`src/hdl/csb_pkg.sv`:
```
package csb_pkg;

  // ----------------------------------------------------------------
  // Widths and base width codes
  // ----------------------------------------------------------------
  localparam int          MACHINE_NATIVE_WIDTH = 64;
  localparam logic [1:0]  WCODE_32             = 2'h1;
  localparam logic [1:0]  WCODE_64             = 2'h2;
  localparam logic [1:0]  WCODE_RSVD           = 2'h3;
  // Read-only base width code of this hart
  localparam logic [1:0]  BASE_WIDTH_CODE      = WCODE_64;

  // ----------------------------------------------------------------
  // Register addresses
  // ----------------------------------------------------------------
  localparam logic [11:0] ADDR_ISA         = 12'h301;
  localparam logic [11:0] ADDR_WIDTH_CTRL  = 12'h7c0;
  localparam logic [11:0] ADDR_EXT_CTRL    = 12'h7c1;
  localparam logic [11:0] ADDR_SUP_SCRATCH = 12'h140;
  localparam logic [11:0] ADDR_EVT_CNT     = 12'h540;
  localparam logic [11:0] ADDR_EVT_CNT_HI  = 12'h5c0;

  // ----------------------------------------------------------------
  // Extension bit positions
  // ----------------------------------------------------------------
  localparam int EXT_C = 2;
  localparam int EXT_D = 3;
  localparam int EXT_E = 4;
  localparam int EXT_F = 5;
  localparam int EXT_I = 8;
  localparam int EXT_S = 18;
  localparam int EXT_U = 20;

  // Implemented letters: A C D E F I M S U
  localparam logic [25:0] ISA_SUPPORTED = 26'h014113d;
  // Letters software may change: C D F I M S U
  localparam logic [25:0] ISA_WRITABLE  = 26'h014112c;
  // Maximal set, I chosen over E
  localparam logic [25:0] ISA_RESET     = 26'h014112d;

  // ----------------------------------------------------------------
  // Field layouts and reset values
  // ----------------------------------------------------------------
  localparam int          FP_MODE_LSB     = 0;
  localparam int          SUPW_VIEW_LSB   = 4;
  localparam int          SUP_CODE_LSB    = 0;
  localparam int          USER_CODE_LSB   = 2;
  localparam logic [1:0]  FP_MODE_RESET   = 2'h0;
  localparam logic [1:0]  WIDTH_RESET     = WCODE_64;
  localparam logic [63:0] SCRATCH_RO_MASK = 64'h0000_0000_0000_0003;
  localparam logic [63:0] EVT_CNT_RESET   = 64'h0;

  // ----------------------------------------------------------------
  // Types
  // ----------------------------------------------------------------
  typedef enum logic [1:0] {
    PRIV_U = 2'b00,
    PRIV_S = 2'b01,
    PRIV_M = 2'b11
  } csb_priv_e;

  typedef enum logic [1:0] {
    OP_READ  = 2'b00,
    OP_WRITE = 2'b01,
    OP_SET   = 2'b10,
    OP_CLEAR = 2'b11
  } csb_op_e;

  typedef struct packed {
    logic        valid;
    csb_op_e     op;
    logic [11:0] addr;
    logic [63:0] wdata;
  } csb_req_s;

  typedef struct packed {
    logic        valid;
    logic        illegal;
    logic [63:0] rdata;
  } csb_rsp_s;

endpackage : csb_pkg

```
`src/hdl/csb_width_adapt.sv`:
```
`timescale 1ns/1ps
module csb_width_adapt (
  // Previous-width contents
  input  wire logic [63:0] old_value,
  input  wire logic [63:0] ro_mask,
  // New width code
  input  wire logic [1:0]  new_code,
  // Contents at the new width
  output logic      [63:0] new_value
);

  logic [63:0] tmp;

  always_comb begin
    // Read-only bits never carry over
    tmp = old_value & ~ro_mask;
    if (new_code == csb_pkg::WCODE_32) begin
      new_value = {32'h0, tmp[31:0]};
    end else begin
      new_value = tmp;
    end
  end

endmodule : csb_width_adapt

```
`src/hdl/csb_isa_legalize.sv`:
```
`timescale 1ns/1ps
module csb_isa_legalize (
  // Current and written extension sets
  input  wire logic [25:0] cur_ext,
  input  wire logic [25:0] wr_ext,
  // Bit 1 of the address of the instruction after the write
  input  wire logic        next_pc_bit1,
  // Legal result
  output logic      [25:0] next_ext,
  output logic             suppressed
);

  logic [25:0] v;

  always_comb begin
    v = (wr_ext & csb_pkg::ISA_WRITABLE) | (cur_ext & ~csb_pkg::ISA_WRITABLE);
    // Dependent letter cannot outlive the letter it builds on
    if (v[csb_pkg::EXT_D] && !v[csb_pkg::EXT_F]) begin
      v[csb_pkg::EXT_D] = 1'b0;
      v[csb_pkg::EXT_F] = 1'b0;
    end
    if (v[csb_pkg::EXT_S] && !v[csb_pkg::EXT_U]) begin
      v[csb_pkg::EXT_S] = 1'b0;
      v[csb_pkg::EXT_U] = 1'b0;
    end
    // E is read-only, the inverse of I
    v[csb_pkg::EXT_E] = ~v[csb_pkg::EXT_I];
    // Reserved letters read zero
    v = v & csb_pkg::ISA_SUPPORTED;
    // Dropping C raises alignment; a misaligned next fetch vetoes it
    suppressed = cur_ext[csb_pkg::EXT_C] && !v[csb_pkg::EXT_C] && next_pc_bit1;
    next_ext   = suppressed ? cur_ext : v;
  end

endmodule : csb_isa_legalize

```
`src/hdl/csb_csr_bank.sv`:
```
//
// Functional notes
// Controlling write forces dependent field to a legal value at once.
// Alias field turning writable shows its aliased field's value.
// Forced field change fires none of that register's write effects.
// Implicit reads return what a privileged explicit read returns.
// Width change zeroes read-only bits then truncates or zero-extends.
// Width change is neither read nor write; no side effects.
// Narrow access to wide register touches only its low bits.
// High-half register aliases upper 32 bits of 64-bit counter.
// High-half register legal only at width 32; illegal at 64.
// Hart enters machine mode first after reset.
// Machine mode may access every lower-privilege register.
// ISA register is always readable; here explicit access is legal only in machine mode.
// Base width code is read-only: 1 is 32, 2 is 64.
// ISA register spans machine width; lower modes never wider.
// One presence bit per letter, bit 0 A to bit 25 Z.
// I set for full integer base, E for reduced base.
// Extensions field is write-any, read-legal with writable bits.
// Reset shows maximal extension set, I preferred over E.
// Cleared extension bit reverts its instructions and registers.
// Reserved extension bits read zero.
// E bit read-only and always the inverse of I.
// Enabling a letter while disabling its prerequisite clears both.
// Write raising alignment with misaligned next address is dropped.
// Illegal values written never trap; reads stay legal, deterministic.
//
`timescale 1ns/1ps
module csb_csr_bank (
  // Clock and reset
  input  wire logic                 clk,
  input  wire logic                 rst,
  // Register access from the pipeline
  input  wire csb_pkg::csb_req_s    req,
  output csb_pkg::csb_rsp_s         rsp,
  input  wire logic [63:0]          next_pc_addr,
  // Privilege change from the pipeline
  input  wire logic                 mode_load,
  input  wire csb_pkg::csb_priv_e   mode_value,
  // Implicit read port
  input  wire logic [11:0]          implicit_addr,
  output logic      [63:0]          implicit_rdata,
  // Hart state for the pipeline
  output csb_pkg::csb_priv_e        priv_mode,
  output logic      [25:0]          ext_enabled,
  output logic                      instruction_alignment_width_16,
  output logic                      narrow_width,
  output logic                      ctrl_write_pulse
);

  // ----------------------------------------------------------------
  // State
  // ----------------------------------------------------------------
  logic [25:0]        isa_ext;
  logic [1:0]         sup_code;
  logic [1:0]         user_code;
  logic [1:0]         fp_mode;
  logic [63:0]        sup_scratch;
  logic [63:0]        evt_cnt;
  csb_pkg::csb_priv_e priv;

  // ----------------------------------------------------------------
  // Read view
  // ----------------------------------------------------------------
  // Returns {hit, value} at full width
  function automatic logic [64:0] csr_view(input logic [11:0] a);
    logic [1:0] supw_view;
    supw_view = isa_ext[csb_pkg::EXT_S] ? sup_code : 2'h0;
    // Always hits; explicit access still needs machine mode
    if (a == csb_pkg::ADDR_ISA) begin
      // Fixed width code
      // Letter bits 25:0, A at bit 0
      return {1'b1, csb_pkg::BASE_WIDTH_CODE, 36'h0, isa_ext};
    end else if (a == csb_pkg::ADDR_WIDTH_CTRL) begin
      return {1'b1, 60'h0, user_code, sup_code};
    end else if (a == csb_pkg::ADDR_EXT_CTRL) begin
      // Alias reads its target
      return {1'b1, 58'h0, supw_view, 2'h0, fp_mode};
    end else if (a == csb_pkg::ADDR_SUP_SCRATCH) begin
      return {1'b1, sup_scratch};
    end else if (a == csb_pkg::ADDR_EVT_CNT) begin
      return {1'b1, evt_cnt};
    end else if (a == csb_pkg::ADDR_EVT_CNT_HI) begin
      // Upper half alias
      return {1'b1, 32'h0, evt_cnt[63:32]};
    end else begin
      return 65'h0;
    end
  endfunction : csr_view

  // ----------------------------------------------------------------
  // Access decode
  // ----------------------------------------------------------------
  logic        xlen32;
  logic [64:0] view;
  logic        legal;
  logic        is_write;
  logic [63:0] op_val;
  logic [63:0] wval;
  logic        wr_ok;

  always_comb begin
    // Lower modes may run narrower than machine width
    xlen32 = (priv == csb_pkg::PRIV_S && sup_code == csb_pkg::WCODE_32) ||
             (priv == csb_pkg::PRIV_U && user_code == csb_pkg::WCODE_32);
    view     = csr_view(req.addr);
    is_write = (req.op != csb_pkg::OP_READ);
    // Machine level reaches everything below it
    legal    = view[64] && (req.addr[9:8] <= priv);
    // High half only at width 32
    if (req.addr == csb_pkg::ADDR_EVT_CNT_HI && !xlen32) begin
      legal = 1'b0;
    end
    if (req.op == csb_pkg::OP_SET) begin
      op_val = view[63:0] | req.wdata;
    end else if (req.op == csb_pkg::OP_CLEAR) begin
      op_val = view[63:0] & ~req.wdata;
    end else begin
      op_val = req.wdata;
    end
    // Upper bits kept on narrow write
    wval  = xlen32 ? {view[63:32], op_val[31:0]} : op_val;
    wr_ok = req.valid && legal && is_write;
  end

  logic wr_isa;
  logic wr_width;
  logic wr_ext;
  logic wr_scr;
  logic wr_cnt;
  logic wr_cnt_hi;

  always_comb begin
    wr_isa    = wr_ok && req.addr == csb_pkg::ADDR_ISA;
    wr_width  = wr_ok && req.addr == csb_pkg::ADDR_WIDTH_CTRL;
    wr_ext    = wr_ok && req.addr == csb_pkg::ADDR_EXT_CTRL;
    wr_scr    = wr_ok && req.addr == csb_pkg::ADDR_SUP_SCRATCH;
    wr_cnt    = wr_ok && req.addr == csb_pkg::ADDR_EVT_CNT;
    wr_cnt_hi = wr_ok && req.addr == csb_pkg::ADDR_EVT_CNT_HI;
  end

  // ----------------------------------------------------------------
  // Extensions field
  // ----------------------------------------------------------------
  logic [25:0] next_isa_ext;
  logic        isa_suppressed;

  // Write-any, read-legal legalizer
  csb_isa_legalize u_isa_legalize (
    .cur_ext      (isa_ext),
    .wr_ext       (wval[25:0]),
    .next_pc_bit1 (next_pc_addr[1]),
    .next_ext     (next_isa_ext),
    .suppressed   (isa_suppressed)
  );

  // Maximal set at reset
  always_ff @(posedge clk or posedge rst) begin
    if (rst) begin
      isa_ext <= csb_pkg::ISA_RESET;
    end else if (wr_isa) begin
      // Legalizer keeps old value on misaligned veto
      isa_ext <= next_isa_ext;
    end
  end

  // ----------------------------------------------------------------
  // Width control and alias
  // ----------------------------------------------------------------
  localparam int SUP_LSB_HI = csb_pkg::SUP_CODE_LSB + 1;

  logic [1:0] wr_sup_code;
  logic       sup_code_we;
  logic [1:0] next_sup_code;

  always_comb begin
    wr_sup_code = wr_width ? wval[SUP_LSB_HI:csb_pkg::SUP_CODE_LSB]
                           : wval[csb_pkg::SUPW_VIEW_LSB+1:csb_pkg::SUPW_VIEW_LSB];
    // Alias writes land in the aliased field when S is on
    sup_code_we = wr_width || (wr_ext && isa_ext[csb_pkg::EXT_S]);
    // Unsupported codes are ignored, never trapped
    if (sup_code_we && (wr_sup_code == csb_pkg::WCODE_32 ||
                        wr_sup_code == csb_pkg::WCODE_64)) begin
      next_sup_code = wr_sup_code;
    end else begin
      next_sup_code = sup_code;
    end
  end

  always_ff @(posedge clk or posedge rst) begin
    if (rst) begin
      sup_code  <= csb_pkg::WIDTH_RESET;
      user_code <= csb_pkg::WIDTH_RESET;
    end else begin
      sup_code <= next_sup_code;
      if (wr_width && (wval[csb_pkg::USER_CODE_LSB+1:csb_pkg::USER_CODE_LSB] == csb_pkg::WCODE_32 ||
                       wval[csb_pkg::USER_CODE_LSB+1:csb_pkg::USER_CODE_LSB] == csb_pkg::WCODE_64)) begin
        user_code <= wval[csb_pkg::USER_CODE_LSB+1:csb_pkg::USER_CODE_LSB];
      end
    end
  end

  // ----------------------------------------------------------------
  // Dependent floating-point field
  // ----------------------------------------------------------------
  always_ff @(posedge clk or posedge rst) begin
    if (rst) begin
      fp_mode <= csb_pkg::FP_MODE_RESET;
    end else if (wr_isa && next_isa_ext[csb_pkg::EXT_F] != isa_ext[csb_pkg::EXT_F]) begin
      // Legal set changed: take a legal value now
      fp_mode <= csb_pkg::FP_MODE_RESET;
    end else if (wr_ext && isa_ext[csb_pkg::EXT_F]) begin
      fp_mode <= wval[csb_pkg::FP_MODE_LSB+1:csb_pkg::FP_MODE_LSB];
    end
  end

  // ----------------------------------------------------------------
  // Width-modulated scratch
  // ----------------------------------------------------------------
  logic [63:0] scratch_adapted;

  // Carry writable bits to the new width
  csb_width_adapt u_width_adapt (
    .old_value (sup_scratch),
    .ro_mask   (csb_pkg::SCRATCH_RO_MASK),
    .new_code  (next_sup_code),
    .new_value (scratch_adapted)
  );

  always_ff @(posedge clk or posedge rst) begin
    if (rst) begin
      sup_scratch <= 64'h0;
    end else if (wr_scr) begin
      sup_scratch <= wval & ~csb_pkg::SCRATCH_RO_MASK;
    end else if (next_sup_code != sup_code) begin
      // Silent width change
      sup_scratch <= scratch_adapted;
    end
  end

  // ----------------------------------------------------------------
  // Event counter
  // ----------------------------------------------------------------
  always_ff @(posedge clk or posedge rst) begin
    if (rst) begin
      evt_cnt <= csb_pkg::EVT_CNT_RESET;
    end else if (wr_cnt) begin
      // Narrow write keeps upper half
      evt_cnt <= wval;
    end else if (wr_cnt_hi) begin
      // Write through the high alias
      evt_cnt <= {op_val[31:0], evt_cnt[31:0]};
    end else begin
      evt_cnt <= evt_cnt + 64'h1;
    end
  end

  // ----------------------------------------------------------------
  // Privilege
  // ----------------------------------------------------------------
  // Machine mode out of reset
  always_ff @(posedge clk or posedge rst) begin
    if (rst) begin
      priv <= csb_pkg::PRIV_M;
    end else if (mode_load) begin
      // Modes whose letter is cleared are not entered
      if (mode_value == csb_pkg::PRIV_M ||
          (mode_value == csb_pkg::PRIV_S && isa_ext[csb_pkg::EXT_S]) ||
          (mode_value == csb_pkg::PRIV_U && isa_ext[csb_pkg::EXT_U])) begin
        priv <= mode_value;
      end
    end
  end

  // ----------------------------------------------------------------
  // Responses and outputs
  // ----------------------------------------------------------------
  logic [64:0] imp_view;

  always_comb begin
    imp_view = csr_view(implicit_addr);
  end

  always_ff @(posedge clk or posedge rst) begin
    if (rst) begin
      rsp <= '0;
    end else begin
      rsp.valid   <= req.valid;
      rsp.illegal <= req.valid && !legal;
      // Narrow read returns low bits only
      rsp.rdata   <= (req.valid && legal) ?
                     (xlen32 ? {32'h0, view[31:0]} : view[63:0]) : 64'h0;
    end
  end

  // Implicit read uses the full-privilege view
  always_ff @(posedge clk or posedge rst) begin
    if (rst) begin
      implicit_rdata <= 64'h0;
    end else begin
      implicit_rdata <= imp_view[63:0];
    end
  end

  // Only explicit writes raise the effect pulse
  always_ff @(posedge clk or posedge rst) begin
    if (rst) begin
      ctrl_write_pulse <= 1'b0;
    end else begin
      ctrl_write_pulse <= wr_scr || wr_ext;
    end
  end

  // Pipeline sees live extension set and alignment
  always_ff @(posedge clk or posedge rst) begin
    if (rst) begin
      priv_mode    <= csb_pkg::PRIV_M;
      ext_enabled  <= csb_pkg::ISA_RESET;
      instruction_alignment_width_16    <= csb_pkg::ISA_RESET[csb_pkg::EXT_C];
      narrow_width <= 1'b0;
    end else begin
      priv_mode    <= priv;
      ext_enabled  <= isa_ext;
      instruction_alignment_width_16    <= isa_ext[csb_pkg::EXT_C];
      narrow_width <= xlen32;
    end
  end
endmodule : csb_csr_bank

```
`config.mk`:
```
export PLATFORM = sky130hd
export DESIGN_NAME = csb_csr_bank
export DESIGN_NICKNAME = d
export VERILOG_FILES = /design/src/hdl/csb_pkg.sv /design/src/hdl/csb_width_adapt.sv /design/src/hdl/csb_isa_legalize.sv /design/src/hdl/csb_csr_bank.sv
export SDC_FILE = /design/constraint.sdc
export NUM_CORES = 1
export LEC_CHECK = 0
export ABC_CLOCK_PERIOD_IN_PS = 12700
export BUFFER_PORTS_ARGS = -buffer_cell sky130_fd_sc_hd__buf_4
export CAP_MARGIN = 20
export CORE_ASPECT_RATIO = 1.75
export CORE_UTILIZATION = 42
export CTS_BUF_LIST = sky130_fd_sc_hd__clkbuf_4 sky130_fd_sc_hd__clkbuf_8 sky130_fd_sc_hd__clkbuf_16
export DETAILED_ROUTE_END_ITERATION = 16
export GPL_TIMING_DRIVEN = 0
export PLACE_DENSITY = 0.6
export SYNTH_ARGS = -nofsm -noshare
export SYNTH_HDL_FRONTEND = slang
export SYNTH_HIERARCHICAL = 1
export SYNTH_SLANG_ARGS = --single-unit
```
`constraint.sdc`:
```
create_clock -name clk -period 12.7 [get_ports clk]
set_input_delay 0.635 -clock clk [delete_from_list [all_inputs] [get_ports clk]]
set_output_delay 0.635 -clock clk [all_outputs]
set_load 0.01 [all_outputs]
```
==> results of run 1 <==
==> cell type report <==
class / count / area share
clock inverter: 24 / 0.01228
sequential: 322 / 0.3708
multi-input combinational: 1477 / 0.4167
tap: 555 / 0.03185
inverter: 29 / 0.005337
clock buffer: 34 / 0.03719
timing repair buffer: 260 / 0.09274
buffer: 151 / 0.03306
==> where the power goes <==
part / total, mW / internal (mW) / switching [mW]
registers: 1.03 / 1.03 / 0.00181
clock network: 0.996 / 0.548 / 0.448
logic: 0.141 / 0.0463 / 0.0945
total: 2.17 / 1.62 / 0.544
==> per-layer routing <==
metal,GRT usage,up-vias
met4,0.2422,0
li1,-,7472
met5,0,-
met1,0.3918,8190
met3,0.03683,227
met2,0.5743,804
==> final timing paths <==
path / from / endpoint / slack, ns / depth (start not counted)
setup / recovery: priv[1] / evt_cnt[11] / 8.33 / 12
hold / removal: req[78] / rsp[65] / 0.22 / 1
setup reg to reg: priv[1] / evt_cnt[11] / 8.33 / 12
hold reg to reg: isa_ext[18] / ext_enabled[18] / 0.37 / 0
max in group asynchronous: rst / sup_code[1] / 10.93 / 5
min in group asynchronous: rst / ext_enabled[23] / 0.56 / 3
==> through the flow <==
stage	util	TNS [ns]	cells
finish	0.5223	0	2852
global route	0.5223	0	2852
CTS	0.5223	0	2852
detailed placement	0.4962	0	2793
global placement	0.4937	-159.02	2789
floorplan	-	0	1979
==> state kept, by name, indices dropped and copies added (netlist names) <==
register / cells
priv: 2
evt_cnt: 64
sup_scratch: 64
ext_enabled: 26
implicit_rdata: 64
rsp: 66
fp_mode: 2
sup_code: 2
isa_ext: 26
priv_mode: 2
ctrl_write_pulse: 1
narrow_width: 1
user_code: 2
==> results by group, run 1 <==
Drt
  – Met3 wire length: 4097 um
  – Number of vias in the routed layout: 16690
  – Max Used Layer: met4
  – Total met2 wirelength after detailed routing: 35610 um
  – Post-detailed-route via-to-cell ratio: 5.853
  – Detailed Route Iter0 Violations: roughly 1400
  – Average detailed-routed wire length per instance: 25.21 um
  – Routed length on met1: 26710 um
  – Wire length reported by the detailed router: 71910 um
  – Remaining antenna violation count: 0
  – DRC violation count after routing: 0
  – Number of optimization iterations in the first detailed-route pass: 9

Layout
  – Final nets: 2435
  – Final non-filler cell area: 21800 um2
  – Antenna Cells: 0
  – Multi-input combinational cell area: between 9000 and 10000 um2
  – Seq. cell area: between 8000 and 9000 um2
  – Fraction of layout cells with a size suffix above 1: 0.2011
  – Number of fill cells in the layout: 3860
  – Most common cell after layout, fill and taps aside: dfrtp_1
  – Most used cells in the layout excluding fill and tap cells: dfrtp_1 (300), buf_4 (264), nand2_1 (257)
  – Layout-stage area growth over the synthesis result: 22.71%

Placement
  – Cell area after placement: 20710 um2
  – Count of buffers inserted at the top-level ports: 255
  – HPWL after DPL: between 50000 and 60000 um
  – Placer congestion estimate: 0.9500
  – Worst Setup Slack post-DPL: 7.830 ns

GRT
  – Global-route wire length before repair: between 100000 and 150000 um
  – Pin count of the biggest net entering global routing: 115
  – Initial antenna violation count: 0
  – Global route overflow: 0
  – Overall global routing resource usage: 0.3375
  – Vias in the first global route: 16850

Clock network
  – Root buffer selected by CTS: clkbuf_16
  – Clk pin slew, worst setup/hold paths: ~0.080 ns
  – Quantity of gates resized following cts: 0
  – CTS Hold Bufs: 1
  – Clock Path Buffers: 3
  – TritonCTS clock tree: yes
  – Total clock buffers created by CTS: 31
  – Total number of clock tree sinks: between 300 and 400
  – Postcts setup bufs: 0
  – Clock latency reported for the late side of the worst-skew pair: 0.60 ns
  – Number of levels in the clock H-tree: 1

Power and ir drop
  – Static leakage: around 10 nW
  – Worst-case vdd ir drop: 0.1002 mV
  – Total power divided by cell area: 99.37 nW/um2
  – Final Power: ~2.2 mW

Setup path
  – Nature of the critical path startpoint: flip-flop
  – Cell breakdown of the critical path: inv_1, ha_1, nor2b_1, o21ai_0, nand2_1, a211oi_1, buf_2, nand3_1, nand2_1, buf_2, nor3_1, a211o_1
  – Crit path max-delay family: simple AND/OR/NAND/NOR gates
  – Crit path arrival time: 4.86 ns
  – Maximum single-stage delay on the critical path: 0.60 ns
  – Kind of end point of the critical path: flip-flop
  – Endpoint required time on the critical path: 13.18 ns
  – Maximum net fanout on the critical path: 10
  – Critical setup path kind: flip-flop to flip-flop
  – Slowest CP cell: o21ai_0
  – Count of buffer and inverter cells on the critical path: 3

Floorplanning
  – Rows: 99
  – Vertical die dimension: 274.1 um
  – Width of the die: 157.5 um
  – Starting density of the core: 0.4256
  – Die footprint: 43160 um2
  – Floorplan core area: 41740 um2
  – Number of top-level pins: 321

Min path
  – Tightest Hold Check Type: primary input to flip-flop

Logic synthesis
  – Number of instances in the synthesized netlist: 1917
  – Post-Synthesis Mean Instance Area: 9.268 um2
  – Yosys synthesis warning count: 6
  – Post-Synthesis Cell Area: 17770 um2

Timing
  – Hold Fails Final Rpt: 0
  – Period Utilization, post-route: 0.3442
  – Relative slew margins: 0.1885
  – Highest clock frequency the design can meet: 228.7 MHz
  – Final min period: 4.372 ns
  – Setup Viol. Count Final: 0
  – RSZ-0062 raised after global routing: no
  – Worst path setup slack after routing: 8.328 ns
  – Final setup skew: 0.02169 ns
  – Worst hold slack: 0.2200 ns
  – Final-report max-slew violation count: 0
  – Worst slew pin tran: 1.217 ns

Status
  – Result of the run: finished, final reports clean

Job
  – Max-cap violations: 0
(Power assumes the default switching activity.)
==> run 2, diff against run 1 <==
--- a/config.mk
+++ b/config.mk
@@ -5,7 +5,7 @@
 export SDC_FILE = /design/constraint.sdc
 export NUM_CORES = 1
 export LEC_CHECK = 0
-export ABC_CLOCK_PERIOD_IN_PS = 12700
+export ABC_CLOCK_PERIOD_IN_PS = 4500
 export BUFFER_PORTS_ARGS = -buffer_cell sky130_fd_sc_hd__buf_4
 export CAP_MARGIN = 20
 export CORE_ASPECT_RATIO = 1.75
==> constraint.sdc (replaced) <==
create_clock -name clk -period 4.5 [get_ports clk]
set_input_delay 0.225 -clock clk [delete_from_list [all_inputs] [get_ports clk]]
set_output_delay 0.225 -clock clk [all_outputs]
set_load 0.01 [all_outputs]
==> run 2 against run 1 <==
Maximum frequency increased by 6.9%. Wire length down 0.20%. Hold slack got worse by 0.21 ns. Critical path type unchanged. Power grew to 2.9 times the previous value. Clock-buffer cell count is 7 higher. Non-clock buffer count up 41. Die area stayed put. Sequential share of layout area fell by 0.82 points.
==> results by group, run 2 (synthesized netlist as in run 1, its figures left out) <==
Layout
  – Most used cells in the layout excluding fill and tap cells: dfrtp_1 (300), buf_4 (264), nand2_1 (257)
  – Largest register by flop count: rsp
  – Fraction of layout cells with a size suffix above 1: 0.1999
  – Final non-filler cell area: ~22000 um2
  – Final nets: 2475
  – Layout-stage area growth over the synthesis result: 25.50%
  – Number of fill cells in the layout: between 3000 and 4000
  – Number of flip-flops in the largest register: 66
  – Most common cell after layout, fill and taps aside: dfrtp_1
  – Antenna Cells: 0

Setup path
  – Nature of the critical path startpoint: flip-flop
  – Launching element of the worst setup path: user_code[0]
  – Maximum single-stage delay on the critical path: 0.51 ns
  – Cell breakdown of the critical path: or3b_2, a21o_1, clkbuf_1, nand2_1, a21boi_0, a211oi_1, buf_2, nand3_1, nand2_1, buf_2, nor3_1, a211o_1
  – Kind of end point of the critical path: flip-flop
  – Levels on crit path: 12
  – Startpoint of the worst-slack reg-to-reg timing path: user_code[0]
  – Worst R2R Setup Slack: 0.41 ns
  – Maximum net fanout on the critical path: 10
  – Crit path max-delay family: simple AND/OR/NAND/NOR gates
  – Number of cells on the worst reg-to-reg path: 12
  – Crit path arrival time: ~4.6 ns
  – Critical setup path kind: flip-flop to flip-flop
  – CP Capture Point: evt_cnt[11]
  – Count of buffer and inverter cells on the critical path: 3
  – Endpoint required time on the critical path: between 4 and 5 ns
  – Critical register-to-register path endpoint: evt_cnt[11]
  – Slowest CP cell: nand2_1

Timing
  – Final min period: approximately 4.1 ns
  – RSZ-0062 raised after global routing: no
  – Highest clock frequency the design can meet: roughly 240 MHz
  – Final setup skew: 0.01793 ns
  – Worst slew pin tran: 1.234 ns
  – Period Utilization, post-route: 0.9090
  – Relative slew margins: 0.1740
  – Final-report max-slew violation count: 0
  – Setup Viol. Count Final: 0
  – Hold Fails Final Rpt: 0
  – Worst path setup slack after routing: 0.4096 ns

Drt
  – Remaining antenna violation count: 0
  – Met3 wire length: 4133 um
  – Number of vias in the routed layout: approximately 17000
  – Average detailed-routed wire length per instance: 24.82 um
  – Wire length reported by the detailed router: 71770 um
  – DRC violation count after routing: 0
  – Total met2 wirelength after detailed routing: 35640 um
  – Max Used Layer: met4
  – Post-detailed-route via-to-cell ratio: 5.791
  – Number of optimization iterations in the first detailed-route pass: 5
  – Detailed Route Iter0 Violations: between 1000 and 1500
  – Routed length on met1: 26600 um

Power and ir drop
  – Switching share of power: 0.2387
  – Combinational cell fraction of total power: 0.069
  – Worst-case vdd ir drop: 0.2599 mV
  – Final Power: 6.262 mW
  – Sequential power share: 0.464
  – Net Switching: 1.495 mW
  – Total power divided by cell area: 280.8 nW/um2
  – Static leakage: slightly above 10 nW
  – Internal power: 4.767 mW
  – Relative contribution of the clock network to total power: 0.467

Floorplanning
  – Floorplan core area: 41740 um2
  – Starting density of the core: 0.4256
  – Number of top-level pins: 321
  – Vertical die dimension: 274.1 um
  – Width of the die: 157.5 um
  – Rows: 99
  – Die footprint: between 40000 and 50000 um2

Placement
  – Placer congestion estimate: 0.9527
  – Count of buffers inserted at the top-level ports: 255
  – Cell area after placement: 20820 um2
  – Worst Setup Slack post-DPL: 0.01571 ns
  – HPWL after DPL: 55160 um

GRT
  – Global-route wire length before repair: 106700 um
  – Initial antenna violation count: 0
  – Overall global routing resource usage: 0.3367
  – Vias in the first global route: 16910
  – Global route overflow: 0
  – Pin count of the biggest net entering global routing: between 40 and 50

Clock network
  – Clock latency reported for the late side of the worst-skew pair: roughly 0.60 ns
  – Root buffer selected by CTS: clkbuf_16
  – Total number of clock tree sinks: 322
  – Clock Path Buffers: 3
  – Clk pin slew, worst setup/hold paths: roughly 0.07 ns
  – Total clock buffers created by CTS: 30
  – Number of levels in the clock H-tree: 1
  – TritonCTS clock tree: yes
  – Postcts setup bufs: 0

Status
  – Result of the run: finished, final reports clean

Min path
  – Worst hold path depth: 3
  – Tightest Hold Check Type: primary input to flip-flop

Job
  – Max-cap violations: 0
[run 2: changes by cell type in the layout (fill, tap and decap cells not counted), sizes merged]
cell | before | now
dlygate4sd3 | 1 | 35
buf | 313 | 320
clkbuf | 131 | 138
clkinv | 12 | 5
clkinvlp | 7 | 3
bufinv | 4 | 6
[run 2: how the worst min path moves through the flow]
stage                start               to
3_3_place_gp   isa_ext[18]  ext_enabled[18]
5_1_grt            req[46]  sup_scratch[46]
6_report           req[46]  sup_scratch[46]
3_5_place_dp           rst  ext_enabled[21]
2_1_floorplan      req[78]          rsp[65]
4_1_cts            req[62]  sup_scratch[62]
[run 2: repair_timing]
action                                  CTS  global route
endpoints found under the setup margin    0             2
hold buffers                             35             0
gates resized for setup                   0             1
endpoints found under the hold margin    66             0
[run 2: layout make-up]
type                       instances  area, um2  area share
clock inverter                    15      247.7     0.01111
buffer                           151      720.7     0.03232
sequential                       322       8085      0.3626
timing repair buffer             301       2482      0.1113
multi-input combinational       1477       9085      0.4074
clock buffer                      41      869.6     0.03900
tap                              555      694.4     0.03114
inverter                          29      112.6    0.005050
[run 2: per-layer routing]
metal  up-vias  GRT usage
li1       7561          -
met1      8179     0.3860
met2       774     0.5822
met3       227    0.03920
met4         0     0.2292
met5         -          0
[run 2: worst reg2reg max path, stage by stage (launching register included)]
cell and delay [ns]:
dfrtp_1 0.48, or3b_2 0.46, a21o_1 0.19, clkbuf_1 0.37, nand2_1 0.18, a21boi_0 0.09
a211oi_1 0.30, buf_2 0.32, nand3_1 0.38, nand2_1 0.51, buf_2 0.36, nor3_1 0.09
a211o_1 0.23
[run 2: power groups by stage]
stage	clock network, mW	registers [mW]	logic [mW]
after global placement	0	2.96	0.379
after detailed placement	0	2.96	0.401
final	2.92	2.91	0.432
after global routing	3.06	2.90	0.462
after floorplan	0	2.96	0.194
after CTS	2.95	2.91	0.427
[run 2: stage by stage]
step           setup TNS (ns)  hold slack [ns]  cells  utilization
6_report                    0          0.01312   2891       0.5342
5_1_grt                     0          0.02414   2891       0.5342
4_1_cts                     0         0.002206   2890       0.5338
3_5_place_dp                0           0.3637   2799       0.4986
3_3_place_gp          -605.91           0.3655   2789       0.4938
2_1_floorplan         -0.5427           0.2564   1979            -
